==> src/fswc_pkg.sv <==
// shared constants, register map and carrier types of the flash self-write control block
`default_nettype none

package fswc_pkg;

   // ==========================================================================
   // clock and timing
   // ==========================================================================
   localparam int unsigned CLK_HZ = 100_000_000;
   localparam int unsigned PROG_CYCLES_DEF = 20000;

   // ==========================================================================
   // register byte offsets on the bus
   // ==========================================================================
   localparam logic [7:0] OFS_CTRL = 8'h00;
   localparam logic [7:0] OFS_UNLOCK = 8'h04;
   localparam logic [7:0] OFS_LATCH = 8'h08;
   localparam logic [7:0] OFS_PTR_LOW = 8'h0c;
   localparam logic [7:0] OFS_PTR_HIGH = 8'h10;
   localparam logic [7:0] OFS_PTR_UPPER = 8'h14;
   localparam logic [7:0] OFS_SPACE = 8'h18;
   localparam logic [7:0] OFS_TBL_CMD = 8'h1c;
   localparam logic [7:0] OFS_IRQ_STAT = 8'h20;
   localparam logic [7:0] OFS_IRQ_MASK = 8'h24;

   // ==========================================================================
   // flash_control field positions and reset values
   // ==========================================================================
   localparam int unsigned CTL_WORD = 5;
   localparam int unsigned CTL_ERASE = 4;
   localparam int unsigned CTL_ERR = 3;
   localparam int unsigned CTL_WRITE_ENABLE_GATE = 2;
   localparam int unsigned CTL_START = 1;
   localparam logic RST_WORD = 1'b0;
   localparam logic RST_ERASE = 1'b0;
   localparam logic RST_ERR = 1'b0;
   localparam logic RST_WRITE_ENABLE_GATE = 1'b0;
   localparam logic RST_START = 1'b0;

   // unlock keys
   localparam logic [7:0] UNLOCK_KEY1 = 8'h55;
   localparam logic [7:0] UNLOCK_KEY2 = 8'haa;

   // ==========================================================================
   // table command fields and pointer update modes
   // ==========================================================================
   localparam int unsigned CMD_WRITE = 0;
   localparam int unsigned CMD_MODE_LO = 1;
   localparam logic [1:0] PM_KEEP = 2'h0;
   localparam logic [1:0] PM_POST_INC = 2'h1;
   localparam logic [1:0] PM_POST_DEC = 2'h2;
   localparam logic [1:0] PM_PRE_INC = 2'h3;

   // pointer geometry
   localparam int unsigned PTR_W = 22;
   localparam int unsigned PTR_LOW_W = 21;
   localparam int unsigned HOLD_IDX_W = 7;
   localparam int unsigned BLK_LSB = 10;
   localparam int unsigned BLK_W = 12;
   localparam logic [21:0] RST_PTR = 22'h000000;
   localparam logic [7:0] RST_LATCH = 8'h00;
   localparam logic [1:0] RST_SPACE = 2'h0;

   // ==========================================================================
   // interrupt status bits
   // ==========================================================================
   localparam int unsigned IRQ_W = 4;
   localparam int unsigned IRQ_DONE = 0;
   localparam int unsigned IRQ_ERR = 1;
   localparam int unsigned IRQ_TBL = 2;
   localparam int unsigned IRQ_REFUSED = 3;
   localparam logic [3:0] RST_IRQ = 4'h0;

   // ==========================================================================
   // types
   // ==========================================================================
   typedef struct packed {
      logic word_sel;
      logic erase_sel;
      logic err;
      logic wr_en;
      logic start;
   } fswc_ctrl_t;

   typedef struct packed {
      logic erase;
      logic word;
      logic [11:0] block;
   } fswc_prog_req_t;

   typedef enum logic [1:0] {
      ST_IDLE,
      ST_PROG,
      ST_READ
   } fswc_state_t;

endpackage

`default_nettype wire

==> src/fswc_top.sv <==
// flash self-write control: control register, unlock port, table latch and pointer, apb slave
//
// Functional notes
// - unlock port stores nothing and always reads as zero.
// - word select one programs two bytes, zero programs a 128-byte block.
// - erase select makes next start an erase; erase completion clears it.
// - write enable gates every program and erase cycle; zero after power-up.
// - error flag set when start is set, cleared on normal timer completion.
// - error flag left high means cycle cut by reset or improper attempt.
// - setting start launches selected cycle, timed by internal programming timer.
// - software can only set start; hardware clears it at cycle completion.
// - memory and config space selects are never cleared on write error.
// - table data latch is an 8-bit byte holder for table transfers.
// - pointer is upper, high and low bytes joined into 22 bits.
// - low 21 bits address program memory; top bit selects config space.
// - table instructions update pointer in one of four ways.
// - automatic pointer updates touch only the low 21 bits.
// - modes: keep, increment after, decrement after, increment before.
// - table write uses bits 6:0; program cycle uses bits 21:10.
// - instruction fetch stalls while a program or erase cycle runs.
`default_nettype none

module fswc_top
   import fswc_pkg::*;
#(
   parameter int unsigned PROG_CYCLES = fswc_pkg::PROG_CYCLES_DEF
) (
   input wire logic pclk,
   input wire logic presetn,
   input wire logic [7:0] paddr,
   input wire logic psel,
   input wire logic penable,
   input wire logic pwrite,
   input wire logic [31:0] pwdata,
   output logic [31:0] prdata,
   output logic pready,
   output logic pslverr,
   output logic irq,
   input wire logic core_reset_req,
   output logic fetch_stall,
   output logic prog_start,
   output fswc_pkg::fswc_prog_req_t prog_req,
   output logic mem_rd_req,
   output logic [21:0] mem_addr,
   input wire logic mem_rd_valid,
   input wire logic [7:0] mem_rd_data,
   output logic hold_wr,
   output logic [6:0] hold_idx,
   output logic [7:0] hold_data
);

   import fswc_pkg::*;

   localparam logic [31:0] PROG_LAST = 32'(PROG_CYCLES - 1);

   // ============
   // helpers
   // ============
   function automatic logic is_mapped(input logic [7:0] a);
      is_mapped = (a == OFS_CTRL) || (a == OFS_UNLOCK) || (a == OFS_LATCH) ||
                  (a == OFS_PTR_LOW) || (a == OFS_PTR_HIGH) || (a == OFS_PTR_UPPER) ||
                  (a == OFS_SPACE) || (a == OFS_TBL_CMD) || (a == OFS_IRQ_STAT) ||
                  (a == OFS_IRQ_MASK);
   endfunction

   // top bit is carried through untouched
   function automatic logic [21:0] ptr_step(input logic [21:0] p, input logic dn);
      logic [20:0] low;
      low = dn ? (p[20:0] - 21'h000001) : (p[20:0] + 21'h000001);
      ptr_step = {p[21], low};
   endfunction

   // ============
   // state
   // ============
   fswc_state_t state_ff;
   fswc_ctrl_t ctrl_ff;
   logic [1:0] space_ff;
   logic [7:0] latch_ff;
   logic [21:0] ptr_ff;
   logic [31:0] cnt_ff;
   logic key1_seen_ff;
   logic armed_ff;
   logic [3:0] irq_stat_ff;
   logic [3:0] irq_mask_ff;
   logic [31:0] prdata_ff;
   logic pready_ff;
   logic pslverr_ff;
   logic irq_ff;
   logic fetch_stall_ff;
   logic prog_start_ff;
   fswc_prog_req_t prog_req_ff;
   logic mem_rd_req_ff;
   logic [21:0] mem_addr_ff;
   logic hold_wr_ff;
   logic [6:0] hold_idx_ff;
   logic [7:0] hold_data_ff;

   // ============
   // bus decode
   // ============
   logic setup;
   logic acc;
   logic wr_acc;
   logic rd_acc;
   logic wr_ctrl;
   logic wr_unlock;
   logic wr_cmd;
   logic start_req;
   logic start_ok;
   logic prog_end;
   logic cmd_ok;
   logic [1:0] cmd_mode;
   logic [21:0] eff_ptr;
   logic [3:0] ev;

   assign setup = psel & ~penable;
   assign acc = psel & penable & pready_ff;
   assign wr_acc = acc & pwrite;
   assign rd_acc = acc & ~pwrite;
   assign wr_ctrl = wr_acc & (paddr == OFS_CTRL);
   assign wr_unlock = wr_acc & (paddr == OFS_UNLOCK);
   assign wr_cmd = wr_acc & (paddr == OFS_TBL_CMD);
   // a zero in the start bit is simply no request
   assign start_req = wr_ctrl & pwdata[CTL_START] & (state_ff == ST_IDLE);
   // gate needs both the enable and a fresh unlock
   assign start_ok = start_req & armed_ff & pwdata[CTL_WRITE_ENABLE_GATE];
   assign prog_end = (state_ff == ST_PROG) & (cnt_ff == PROG_LAST) & ~core_reset_req;
   assign cmd_ok = wr_cmd & (state_ff == ST_IDLE);
   assign cmd_mode = pwdata[CMD_MODE_LO +: 2];
   // pre-increment addresses the stepped pointer
   assign eff_ptr = (cmd_mode == PM_PRE_INC) ? ptr_step(ptr_ff, 1'b0) : ptr_ff;

   always_comb begin
      ev = 4'h0;
      ev[IRQ_DONE] = prog_end;
      ev[IRQ_ERR] = (start_req & ~start_ok) |
                    ((state_ff == ST_PROG) & core_reset_req);
      ev[IRQ_TBL] = (cmd_ok & pwdata[CMD_WRITE]) | ((state_ff == ST_READ) & mem_rd_valid);
      ev[IRQ_REFUSED] = wr_cmd & (state_ff != ST_IDLE);
   end

   // ============
   // apb response, zero wait states
   // ============
   always_ff @(posedge pclk or negedge presetn) begin
      if (!presetn) begin
         pready_ff <= 1'b0;
         pslverr_ff <= 1'b0;
         prdata_ff <= 32'h00000000;
      end else begin
         pready_ff <= setup;
         if (setup) begin
            pslverr_ff <= ~is_mapped(paddr);
            prdata_ff <= 32'h00000000;
            if (!pwrite) begin
               case (paddr)
                  OFS_CTRL: prdata_ff <= {26'h0, ctrl_ff, 1'b0};
                  OFS_UNLOCK: prdata_ff <= 32'h00000000;
                  OFS_LATCH: prdata_ff <= {24'h0, latch_ff};
                  OFS_PTR_LOW: prdata_ff <= {24'h0, ptr_ff[7:0]};
                  OFS_PTR_HIGH: prdata_ff <= {24'h0, ptr_ff[15:8]};
                  OFS_PTR_UPPER: prdata_ff <= {26'h0, ptr_ff[21:16]};
                  OFS_SPACE: prdata_ff <= {30'h0, space_ff};
                  OFS_IRQ_STAT: prdata_ff <= {28'h0, irq_stat_ff};
                  OFS_IRQ_MASK: prdata_ff <= {28'h0, irq_mask_ff};
                  default: prdata_ff <= 32'h00000000;
               endcase
            end
         end
      end
   end

   // ============
   // unlock sequence tracker
   // ============
   always_ff @(posedge pclk or negedge presetn) begin
      if (!presetn) begin
         key1_seen_ff <= 1'b0;
         armed_ff <= 1'b0;
      end else if (core_reset_req || wr_ctrl) begin
         // any control write consumes the arming, used or not
         key1_seen_ff <= 1'b0;
         armed_ff <= 1'b0;
      end else if (wr_unlock) begin
         key1_seen_ff <= (pwdata[7:0] == UNLOCK_KEY1);
         armed_ff <= key1_seen_ff & (pwdata[7:0] == UNLOCK_KEY2);
      end
   end

   // ============
   // control register and programming timer
   // ============
   always_ff @(posedge pclk or negedge presetn) begin
      if (!presetn) begin
         ctrl_ff <= '{word_sel: RST_WORD, erase_sel: RST_ERASE, err: RST_ERR,
                      wr_en: RST_WRITE_ENABLE_GATE, start: RST_START};
         state_ff <= ST_IDLE;
         cnt_ff <= 32'h00000000;
         fetch_stall_ff <= 1'b0;
         prog_start_ff <= 1'b0;
         prog_req_ff <= '0;
         mem_rd_req_ff <= 1'b0;
         mem_addr_ff <= RST_PTR;
      end else begin
         prog_start_ff <= 1'b0;
         mem_rd_req_ff <= 1'b0;
         case (state_ff)
            ST_IDLE: begin
               if (wr_ctrl) begin
                  ctrl_ff.word_sel <= pwdata[CTL_WORD];
                  ctrl_ff.erase_sel <= pwdata[CTL_ERASE];
                  ctrl_ff.wr_en <= pwdata[CTL_WRITE_ENABLE_GATE];
                  ctrl_ff.err <= pwdata[CTL_ERR];
               end
               if (start_ok) begin
                  ctrl_ff.start <= 1'b1;
                  ctrl_ff.err <= 1'b1;
                  state_ff <= ST_PROG;
                  cnt_ff <= 32'h00000000;
                  fetch_stall_ff <= 1'b1;
                  prog_start_ff <= 1'b1;
                  prog_req_ff.erase <= pwdata[CTL_ERASE];
                  prog_req_ff.word <= pwdata[CTL_WORD];
                  prog_req_ff.block <= ptr_ff[BLK_LSB +: BLK_W];
               end else if (start_req) begin
                  // improper attempt: flag stays up for software to see
                  ctrl_ff.err <= 1'b1;
               end else if (cmd_ok && !pwdata[CMD_WRITE]) begin
                  state_ff <= ST_READ;
                  mem_rd_req_ff <= 1'b1;
                  mem_addr_ff <= eff_ptr;
               end
            end
            ST_PROG: begin
               cnt_ff <= cnt_ff + 32'h00000001;
               if (core_reset_req) begin
                  // cut short: start drops, error is left set
                  ctrl_ff.start <= 1'b0;
                  ctrl_ff.wr_en <= 1'b0;
                  state_ff <= ST_IDLE;
                  fetch_stall_ff <= 1'b0;
               end else if (prog_end) begin
                  ctrl_ff.start <= 1'b0;
                  ctrl_ff.err <= 1'b0;
                  if (prog_req_ff.erase) begin
                     ctrl_ff.erase_sel <= 1'b0;
                  end
                  state_ff <= ST_IDLE;
                  fetch_stall_ff <= 1'b0;
               end
            end
            ST_READ: begin
               if (mem_rd_valid) begin
                  state_ff <= ST_IDLE;
               end
            end
            default: begin
               state_ff <= ST_IDLE;
            end
         endcase
      end
   end

   // ============
   // space selects, kept on error so the failing access can be traced
   // ============
   always_ff @(posedge pclk or negedge presetn) begin
      if (!presetn) begin
         space_ff <= RST_SPACE;
      end else if (wr_acc && (paddr == OFS_SPACE)) begin
         space_ff <= pwdata[1:0];
      end
   end

   // ============
   // table data latch and holding-register write
   // ============
   always_ff @(posedge pclk or negedge presetn) begin
      if (!presetn) begin
         latch_ff <= RST_LATCH;
         hold_wr_ff <= 1'b0;
         hold_idx_ff <= 7'h00;
         hold_data_ff <= 8'h00;
      end else begin
         hold_wr_ff <= 1'b0;
         if ((state_ff == ST_READ) && mem_rd_valid) begin
            latch_ff <= mem_rd_data;
         end else if (wr_acc && (paddr == OFS_LATCH)) begin
            latch_ff <= pwdata[7:0];
         end
         if (cmd_ok && pwdata[CMD_WRITE]) begin
            hold_wr_ff <= 1'b1;
            hold_idx_ff <= eff_ptr[HOLD_IDX_W-1:0];
            hold_data_ff <= latch_ff;
         end
      end
   end

   // ============
   // table byte pointer
   // ============
   always_ff @(posedge pclk or negedge presetn) begin
      if (!presetn) begin
         ptr_ff <= RST_PTR;
      end else if (cmd_ok) begin
         case (cmd_mode)
            PM_KEEP: ptr_ff <= ptr_ff;
            PM_POST_INC: ptr_ff <= ptr_step(ptr_ff, 1'b0);
            PM_POST_DEC: ptr_ff <= ptr_step(ptr_ff, 1'b1);
            PM_PRE_INC: ptr_ff <= eff_ptr;
            default: ptr_ff <= ptr_ff;
         endcase
      end else if (wr_acc && (paddr == OFS_PTR_LOW)) begin
         ptr_ff[7:0] <= pwdata[7:0];
      end else if (wr_acc && (paddr == OFS_PTR_HIGH)) begin
         ptr_ff[15:8] <= pwdata[7:0];
      end else if (wr_acc && (paddr == OFS_PTR_UPPER)) begin
         ptr_ff[21:16] <= pwdata[5:0];
      end
   end

   // ============
   // interrupts: sticky status, read-to-clear, masked level output
   // ============
   logic [3:0] nxt_irq_stat;
   logic [3:0] clr_bits;

   always_comb begin
      clr_bits = 4'h0;
      // only bits the reader actually saw are cleared; a new event still wins
      if (rd_acc && (paddr == OFS_IRQ_STAT)) begin
         clr_bits = prdata_ff[3:0];
      end
      nxt_irq_stat = (irq_stat_ff & ~clr_bits) | ev;
   end

   always_ff @(posedge pclk or negedge presetn) begin
      if (!presetn) begin
         irq_stat_ff <= RST_IRQ;
         irq_mask_ff <= RST_IRQ;
         irq_ff <= 1'b0;
      end else begin
         irq_stat_ff <= nxt_irq_stat;
         if (wr_acc && (paddr == OFS_IRQ_MASK)) begin
            irq_mask_ff <= pwdata[3:0];
         end
         irq_ff <= |(nxt_irq_stat & irq_mask_ff);
      end
   end

   // ============
   // outputs
   // ============
   assign prdata = prdata_ff;
   assign pready = pready_ff;
   assign pslverr = pslverr_ff;
   assign irq = irq_ff;
   assign fetch_stall = fetch_stall_ff;
   assign prog_start = prog_start_ff;
   assign prog_req = prog_req_ff;
   assign mem_rd_req = mem_rd_req_ff;
   assign mem_addr = mem_addr_ff;
   assign hold_wr = hold_wr_ff;
   assign hold_idx = hold_idx_ff;
   assign hold_data = hold_data_ff;

endmodule

`default_nettype wire

==> config.mk <==
export PLATFORM = sky130hd
export DESIGN_NAME = fswc_top
export DESIGN_NICKNAME = d
export VERILOG_FILES = /design/src/fswc_pkg.sv /design/src/fswc_top.sv
export SDC_FILE = /design/constraint.sdc
export NUM_CORES = 1
export LEC_CHECK = 0
export ABC_AREA = 1
export BUFFER_PORTS_ARGS = -buffer_cell sky130_fd_sc_hd__buf_2
export CORE_ASPECT_RATIO = 0.5
export CORE_MARGIN = 2
export CORE_UTILIZATION = 50
export CTS_BUF_LIST = sky130_fd_sc_hd__clkbuf_8
export CTS_CLUSTER_SIZE = 30
export DETAILED_ROUTE_END_ITERATION = 8
export GPL_ROUTABILITY_DRIVEN = 0
export PLACE_DENSITY = 0.72
export SYNTH_ARGS = -nofsm -noshare
export SYNTH_HDL_FRONTEND = slang
export SYNTH_SLANG_ARGS = --single-unit
==> constraint.sdc <==
create_clock -name pclk -period 1.9 [get_ports pclk]
set_input_delay 0.475 -clock pclk [delete_from_list [all_inputs] [get_ports pclk]]
set_output_delay 0.475 -clock pclk [all_outputs]
set_load 0.02 [all_outputs]
==> results.sh, run 1 <==
export IMPL_status="completed"
export IMPL_critPathLaunchType="flop"
export IMPL_whs_ns=0.222
export IMPL_fin_worst_skew_ns=0.0196
export IMPL_crit_chain="ha_2 -> nand3_1 -> buf_4 -> inv_1 -> nand2_1 -> xor2_1 -> o211ai_1 -> a21oi_1"
export IMPL_antenna_left=0
export IMPL_cts_sinks=146
export IMPL_cp_startpoint="ptr_ff[0]"
export IMPL_synth_compound_area_share_pct=12.0
export IMPL_synth_top_area_share_pct=41.0
export IMPL_final_area_sq_um=10400
export IMPL_synthXorXnorAreaFrac_pct=2.16
export IMPL_syn_area_sq_um=8900
export IMPL_grt_pass1_vias=8573
export IMPL_dieHeight_um=98.3
export IMPL_overflow=0
export IMPL_crit_end="ptr_ff[8]"
export IMPL_reg2regPathDepth=8
export IMPL_yosys_area_share_simple_pct=34.2
export IMPL_vias_per_cell=5.56
export IMPL_synth_edf_count=0
export IMPL_ys_seq_elements=146
export IMPL_timing_rr_start="ptr_ff[0]"
export IMPL_drive_gt1_share_pct=17.8
export IMPL_final_hold_violation_count=0
export IMPL_synth_top_cells_by_area="dfrtp_1 (41%), nand2_1 (16%), nor2_1 (6.5%)"
export IMPL_grt_use_total_pct=29.1
export IMPL_ctsHtreeMaxLevel=4
export IMPL_synth_top_family_by_area="simple AND/OR/NAND/NOR gates"
export IMPL_setup_viol_count_final=0
export IMPL_yosysWarnings=0
export IMPL_wl_per_cell_um=16.1
export IMPL_worstHoldStart="mem_rd_valid"
export IMPL_num_vias=9229
export IMPL_fin_nets=1472
export IMPL_slowest_delay_ns=0.42
export IMPL_cp_required_ns=2.22
export IMPL_dpl_cell_area_sq_um=9920
export IMPL_crit_arrival_ns=2.11
export IMPL_yosys_most_used_dff="dfrtp_1"
export IMPL_power_mw=6.23
export IMPL_grt_max_degree=44
export IMPL_async_flop_share_pct=100
export IMPL_drt_initial_drc_count=896
export IMPL_dp_hpwl_um=20300
export IMPL_area_growth_pct=16.8
export IMPL_max_freq_mhz=559
export IMPL_fin_crit_sh_pct=94.2
export IMPL_num_fill_cells=1605
export IMPL_io_pin_count=145
export IMPL_drc=0
export IMPL_diodes=0
export IMPL_synthMuxAreaShare_pct=0
export IMPL_clk_pin_slew_ns=0.09
export IMPL_critical_path_class="reg -> reg"
export IMPL_rsz0062_at_grt="yes"
export IMPL_grt_pass1_wl_um=43100
export IMPL_core_sq_um=17400
export IMPL_min_period_ns=1.79
export IMPL_drv_cap=0
export IMPL_post_layout_nonfiller_instances=1659
export IMPL_final_max_slew_violation_count=0
export IMPL_syn_inst=1276
export IMPL_antenna_found_initial=1
export IMPL_die_w_um=193
export IMPL_p_per_area_nw_per_um2=600
export IMPL_endpoint_kind="flop"
export IMPL_pre_cts_ws_ns=-0.0882
export IMPL_avgSynthCellArea_sq_um=6.98
export IMPL_r2r_slack_ns=0.11
export IMPL_r2r_end="ptr_ff[8]"
export IMPL_critical_path_peak_fanout=4
export IMPL_leakage_nw=5.42
export IMPL_numPortBuffers=96
export IMPL_placed_cells=1626
export IMPL_synth_cell_type_count=41
export IMPL_hold_class="in -> reg"
export IMPL_cts_buffers=17
export IMPL_rows=34
export IMPL_synthAdderAreaFrac_pct=0.422
export IMPL_slowest_stage="dfrtp_1"
export IMPL_fp_dieArea_sq_um=19000
export IMPL_clk_path_buf_depth=2
export IMPL_synth_seq_area_share_pct=41.0
export IMPL_first_pass_iters=6
export IMPL_clk_latency_ns=0.46
export IMPL_cts_tree="done"
export IMPL_start_util_pct=51.2
export IMPL_peakVddDrop_v=0.000417
export IMPL_setup_slack_ns=0.111
export IMPL_clockRootBuffer="clkbuf_8"
export IMPL_yosysTopAreaCell="dfrtp_1"
export IMPL_drt_total_wl_um=26800
## metrics by stage
step,setup TNS (ns),util [%]
CTS,0,59.4
floorplan,0,-
global route,-0.0192,59.8
detailed placement,-1.46,57.0
global placement,-0.731,57.0
finish,0,59.8
## layer usage
metal / up-vias / global-route usage [%] / wire length (um)
met3: 94 / 5.64 / 2440
met2: 496 / 46.6 / 12400
met5: - / 0 / 13
met1: 4302 / 38.9 / 11000
met4: 2 / 11.7 / 919
li1: 4335 / - / -
## worst max-delay path: cells and delay by family, from the launching register on
| family | cells | cell delay (ns) |
|---|---|---|
| buffers and inverters | 2 | 0.28 |
| adder cells (fa/ha/maj) | 1 | 0.22 |
| flip-flops | 1 | 0.42 |
| AO/OA/AOI/OAI | 2 | 0.38 |
| XOR/XNOR | 1 | 0.17 |
| AND/OR/NAND/NOR | 2 | 0.19 |
## area by class of cell
type / instances / area, sq um / share of cell area [%]
Clock buffer: 17 / 234 / 2.25
Timing Repair Buffer: 166 / 1090 / 10.5
Multi-Input combinational cell: 956 / 4480 / 43.1
Tap cell: 234 / 293 / 2.82
Clock inverter: 13 / 163 / 1.56
Inverter: 127 / 479 / 4.61
Sequential cell: 146 / 3660 / 35.2
## repair_timing
| action | in CTS | in global routing |
|---|---|---|
| endpoints found under the hold margin | 37 | 0 |
| resized for setup | 0 | 22 |
| hold buffers | 1 | 0 |
| setup buffers | 0 | 2 |
| setup endpoints to repair | 0 | 19 |
## power by group
| part | internal [mW] | switching, mW |
|---|---|---|
| combinational | 0.130 | 0.347 |
| sequential | 3.14 | 0.0294 |
| clock | 1.29 | 1.30 |
## worst min-delay path by stage
stage / endpoint / depth (start not counted)
2_1_floorplan: armed_ff / 0
3_3_place_gp: cnt_ff[17] / 1
3_5_place_dp: cnt_ff[17] / 1
4_1_cts: state_ff[1] / 2
5_1_grt: state_ff[1] / 2
6_report: state_ff[1] / 2
## state kept, by name, indices dropped and copies added (netlist names), 5 cells and up
name	flops
ptr_ff	22
prog_req	14
mem_addr	22
hold_idx	7
prdata	8
ctrl_ff	5
latch_ff	8
hold_data	8
cnt_ff	32
## cell usage in the layout, fill, tap and decap left out, types with 7 or more instances in the layout
cell type,Yosys,layout
buf_4,26,63
o21ai_2,7,7
o211ai_1,14,14
nand4_1,23,23
nor3_1,22,21
inv_1,115,116
a21oi_1,31,31
nand2_1,390,388
nand2_2,5,7
nor2_1,155,149
buf_2,21,95
o21ai_1,12,12
clkbuf_8,0,17
nor2_2,3,8
nor2_4,8,9
conb_1,1,24
o21ai_0,106,106
inv_2,10,9
o22ai_1,15,15
dfrtp_1,146,140
nand3_1,93,92
xor2_1,19,19
## Yosys cell counts, types with 3 or more instances
library cell	instances
nand2_1	390
nor2_1	155
dfrtp_1	146
inv_1	115
o21ai_0	106
nand3_1	93
a21oi_1	31
buf_4	26
nand4_1	23
nor3_1	22
buf_2	21
xor2_1	19
clkbuf_1	16
o22ai_1	15
o211ai_1	14
o21ai_1	12
inv_2	10
nor2_4	8
o21ai_2	7
a31oi_1	5
buf_6	5
nand2_2	5
ha_1	3
nand3_2	3
nor2_2	3
nor4_1	3
xnor2_1	3
## kinds of logic after synthesis
family / count (synthesis)
buffers and inverters: 197
other: 1
adder cells (fa/ha/maj): 3
AO/OA/AOI/OAI: 194
XOR/XNOR: 22
AND/OR/NAND/NOR: 713
flip-flops: 146
(Power assumes the default switching activity.)
==> run 2: changes to the inputs <==
--- a/config.mk
+++ b/config.mk
@@ -7,7 +7,7 @@
 export LEC_CHECK = 0
 export ABC_AREA = 1
 export BUFFER_PORTS_ARGS = -buffer_cell sky130_fd_sc_hd__buf_2
-export CORE_ASPECT_RATIO = 0.5
+export CORE_ASPECT_RATIO = 1.1
 export CORE_MARGIN = 2
 export CORE_UTILIZATION = 50
 export CTS_BUF_LIST = sky130_fd_sc_hd__clkbuf_8
==> results.sh, run 2 (synthesis gave the netlist of run 1 again) <==
export IMPL_status="completed"
export IMPL_wl_per_cell_um=15.9
export IMPL_hold_class="in -> reg"
export IMPL_worst_slew_pin_slew_ns=0.571
export IMPL_io_pin_count=145
export IMPL_cp_required_ns=2.28
export IMPL_drt_total_wl_um=26500
export IMPL_multi_input_area_sq_um=4470
export IMPL_die_w_um=131
export IMPL_num_vias=8883
export IMPL_drt_initial_drc_count=761
export IMPL_fin_crit_sh_pct=93.1
export IMPL_rows=51
export IMPL_clk_path_buf_depth=2
export IMPL_grt_use_total_pct=28.4
export IMPL_dp_hpwl_um=20300
export IMPL_crit_arrival_ns=2.15
export IMPL_critPathLaunchType="flop"
export IMPL_grt_max_degree=42
export IMPL_layout_commonest_cell="nand2_1"
export IMPL_p_per_area_nw_per_um2=601
export IMPL_critical_path_class="reg -> reg"
export IMPL_dpl_cell_area_sq_um=9960
export IMPL_grt_pass1_vias=8333
export IMPL_top_register="cnt_ff"
export IMPL_setup_viol_count_final=0
export IMPL_drv_cap=0
export IMPL_finalSetupTns_ns=0
export IMPL_drive_gt1_share_pct=17.2
export IMPL_r2r_slack_ns=0.13
export IMPL_dieHeight_um=144
export IMPL_final_hold_violation_count=0
export IMPL_max_freq_mhz=566
export IMPL_final_max_slew_violation_count=0
export IMPL_final_area_sq_um=10400
export IMPL_fp_dieArea_sq_um=18900
export IMPL_timing_rr_start="state_ff[1]"
export IMPL_cp_startpoint="state_ff[1]"
export IMPL_first_pass_iters=8
export IMPL_whs_ns=0.189
export IMPL_relSlewSlack_pct=61.9
export IMPL_cts_buffers=17
export IMPL_regArea_sq_um=3660
export IMPL_largest_reg_flops=32
export IMPL_diodes=0
export IMPL_core_sq_um=17500
export IMPL_peakVddDrop_v=0.000353
export IMPL_fin_nets=1472
export IMPL_endpoint_kind="flop"
export IMPL_numPortBuffers=96
export IMPL_critical_path_peak_fanout=15
export IMPL_clockRootBuffer="clkbuf_8"
export IMPL_cts_sinks=146
export IMPL_grt_pass1_wl_um=42100
export IMPL_cts_tree="done"
export IMPL_area_growth_pct=17.2
export IMPL_worstHoldStart="mem_rd_valid"
export IMPL_ctsHtreeMaxLevel=4
export IMPL_layout_common_cells="nand2_1 (388), nor2_1 (153), dfrtp_1 (143), inv_1 (115), o21ai_0 (106)"
export IMPL_leakage_nw=5.42
export IMPL_clk_pin_slew_ns=0.09
export IMPL_antenna_found_initial=0
export IMPL_rsz0062_at_grt="no"
export IMPL_start_util_pct=50.7
export IMPL_clk_latency_ns=0.47
export IMPL_drc=0
export IMPL_power_mw=6.27
export IMPL_overflow=0
export IMPL_vias_per_cell=5.34
export IMPL_num_fill_cells=1675
export IMPL_min_period_ns=1.77
export IMPL_antenna_left=0
export IMPL_fin_worst_skew_ns=0.00880
-- run 2: changes by cell type in the layout (fill, tap and decap cells not counted), moves of 3 or more --
cell,change
dfrtp_1,+3
dfrtp_2,-3
inv_6,+4
nor2_1,+4
nor2_2,-5
-- run 2: critical path: stages, from the launching register on --
cell	delay [ns]
dfrtp_1	0.42
inv_1	0.07
nor3_1	0.34
buf_4	0.19
a21oi_1	0.04
inv_1	0.31
o211ai_1	0.17
o21ai_0	0.13
-- run 2: routing by layer --
layer / up-vias / share of wire, % / global-route usage [%]
li1: 4347 / - / -
met1: 4104 / 41 / 35.7
met2: 358 / 48 / 47.6
met3: 74 / 6.8 / 5.04
met4: 0 / 4.1 / 14.2
met5: - / 0 / 0
-- run 2: power by group --
group / switching (mW) / internal (mW) / total (mW)
registers: 0.0283 / 3.14 / 3.17
logic: 0.348 / 0.135 / 0.483
clock network: 1.37 / 1.24 / 2.61
-- run 2: through the flow --
| step | std cells | setup WS [ns] | utilization, % |
|---|---|---|---|
| finish | 1665 | 0.132 | 59.5 |
| global placement | 1631 | -0.102 | 56.7 |
| floorplan | 1299 | 0.242 | - |
| global route | 1665 | 0.0106 | 59.5 |
| detailed placement | 1631 | -0.172 | 56.7 |
| CTS | 1664 | 0.0763 | 59.2 |
-- run 2: what timing repair did --
item / CTS / global route
setup endpoints to repair: 0 / 10
buffers inserted: 0 / 1
hold endpoints to repair: 35 / 0
gates resized for setup: 0 / 12
hold buffers: 1 / 0
-- run 2: cell type report --
type / instances / share of cell area (%)
multi-input combinational: 956 / 42.9
sequential: 146 / 35.1
timing repair buffer: 166 / 10.7
inverter: 127 / 4.57
tap: 238 / 2.85
clock buffer: 18 / 2.37
clock inverter: 14 / 1.60
-- run 2: path summary, 6_finish.rpt --
check | to | cells past startpoint
hold / removal | state_ff[1] | 2
setup reg to reg | latch_ff[7] | 7
min in group asynchronous | mem_addr[10] | 2
max in group asynchronous | ptr_ff[3] | 3
hold reg to reg | mem_addr[2] | 2
setup / recovery | latch_ff[7] | 7
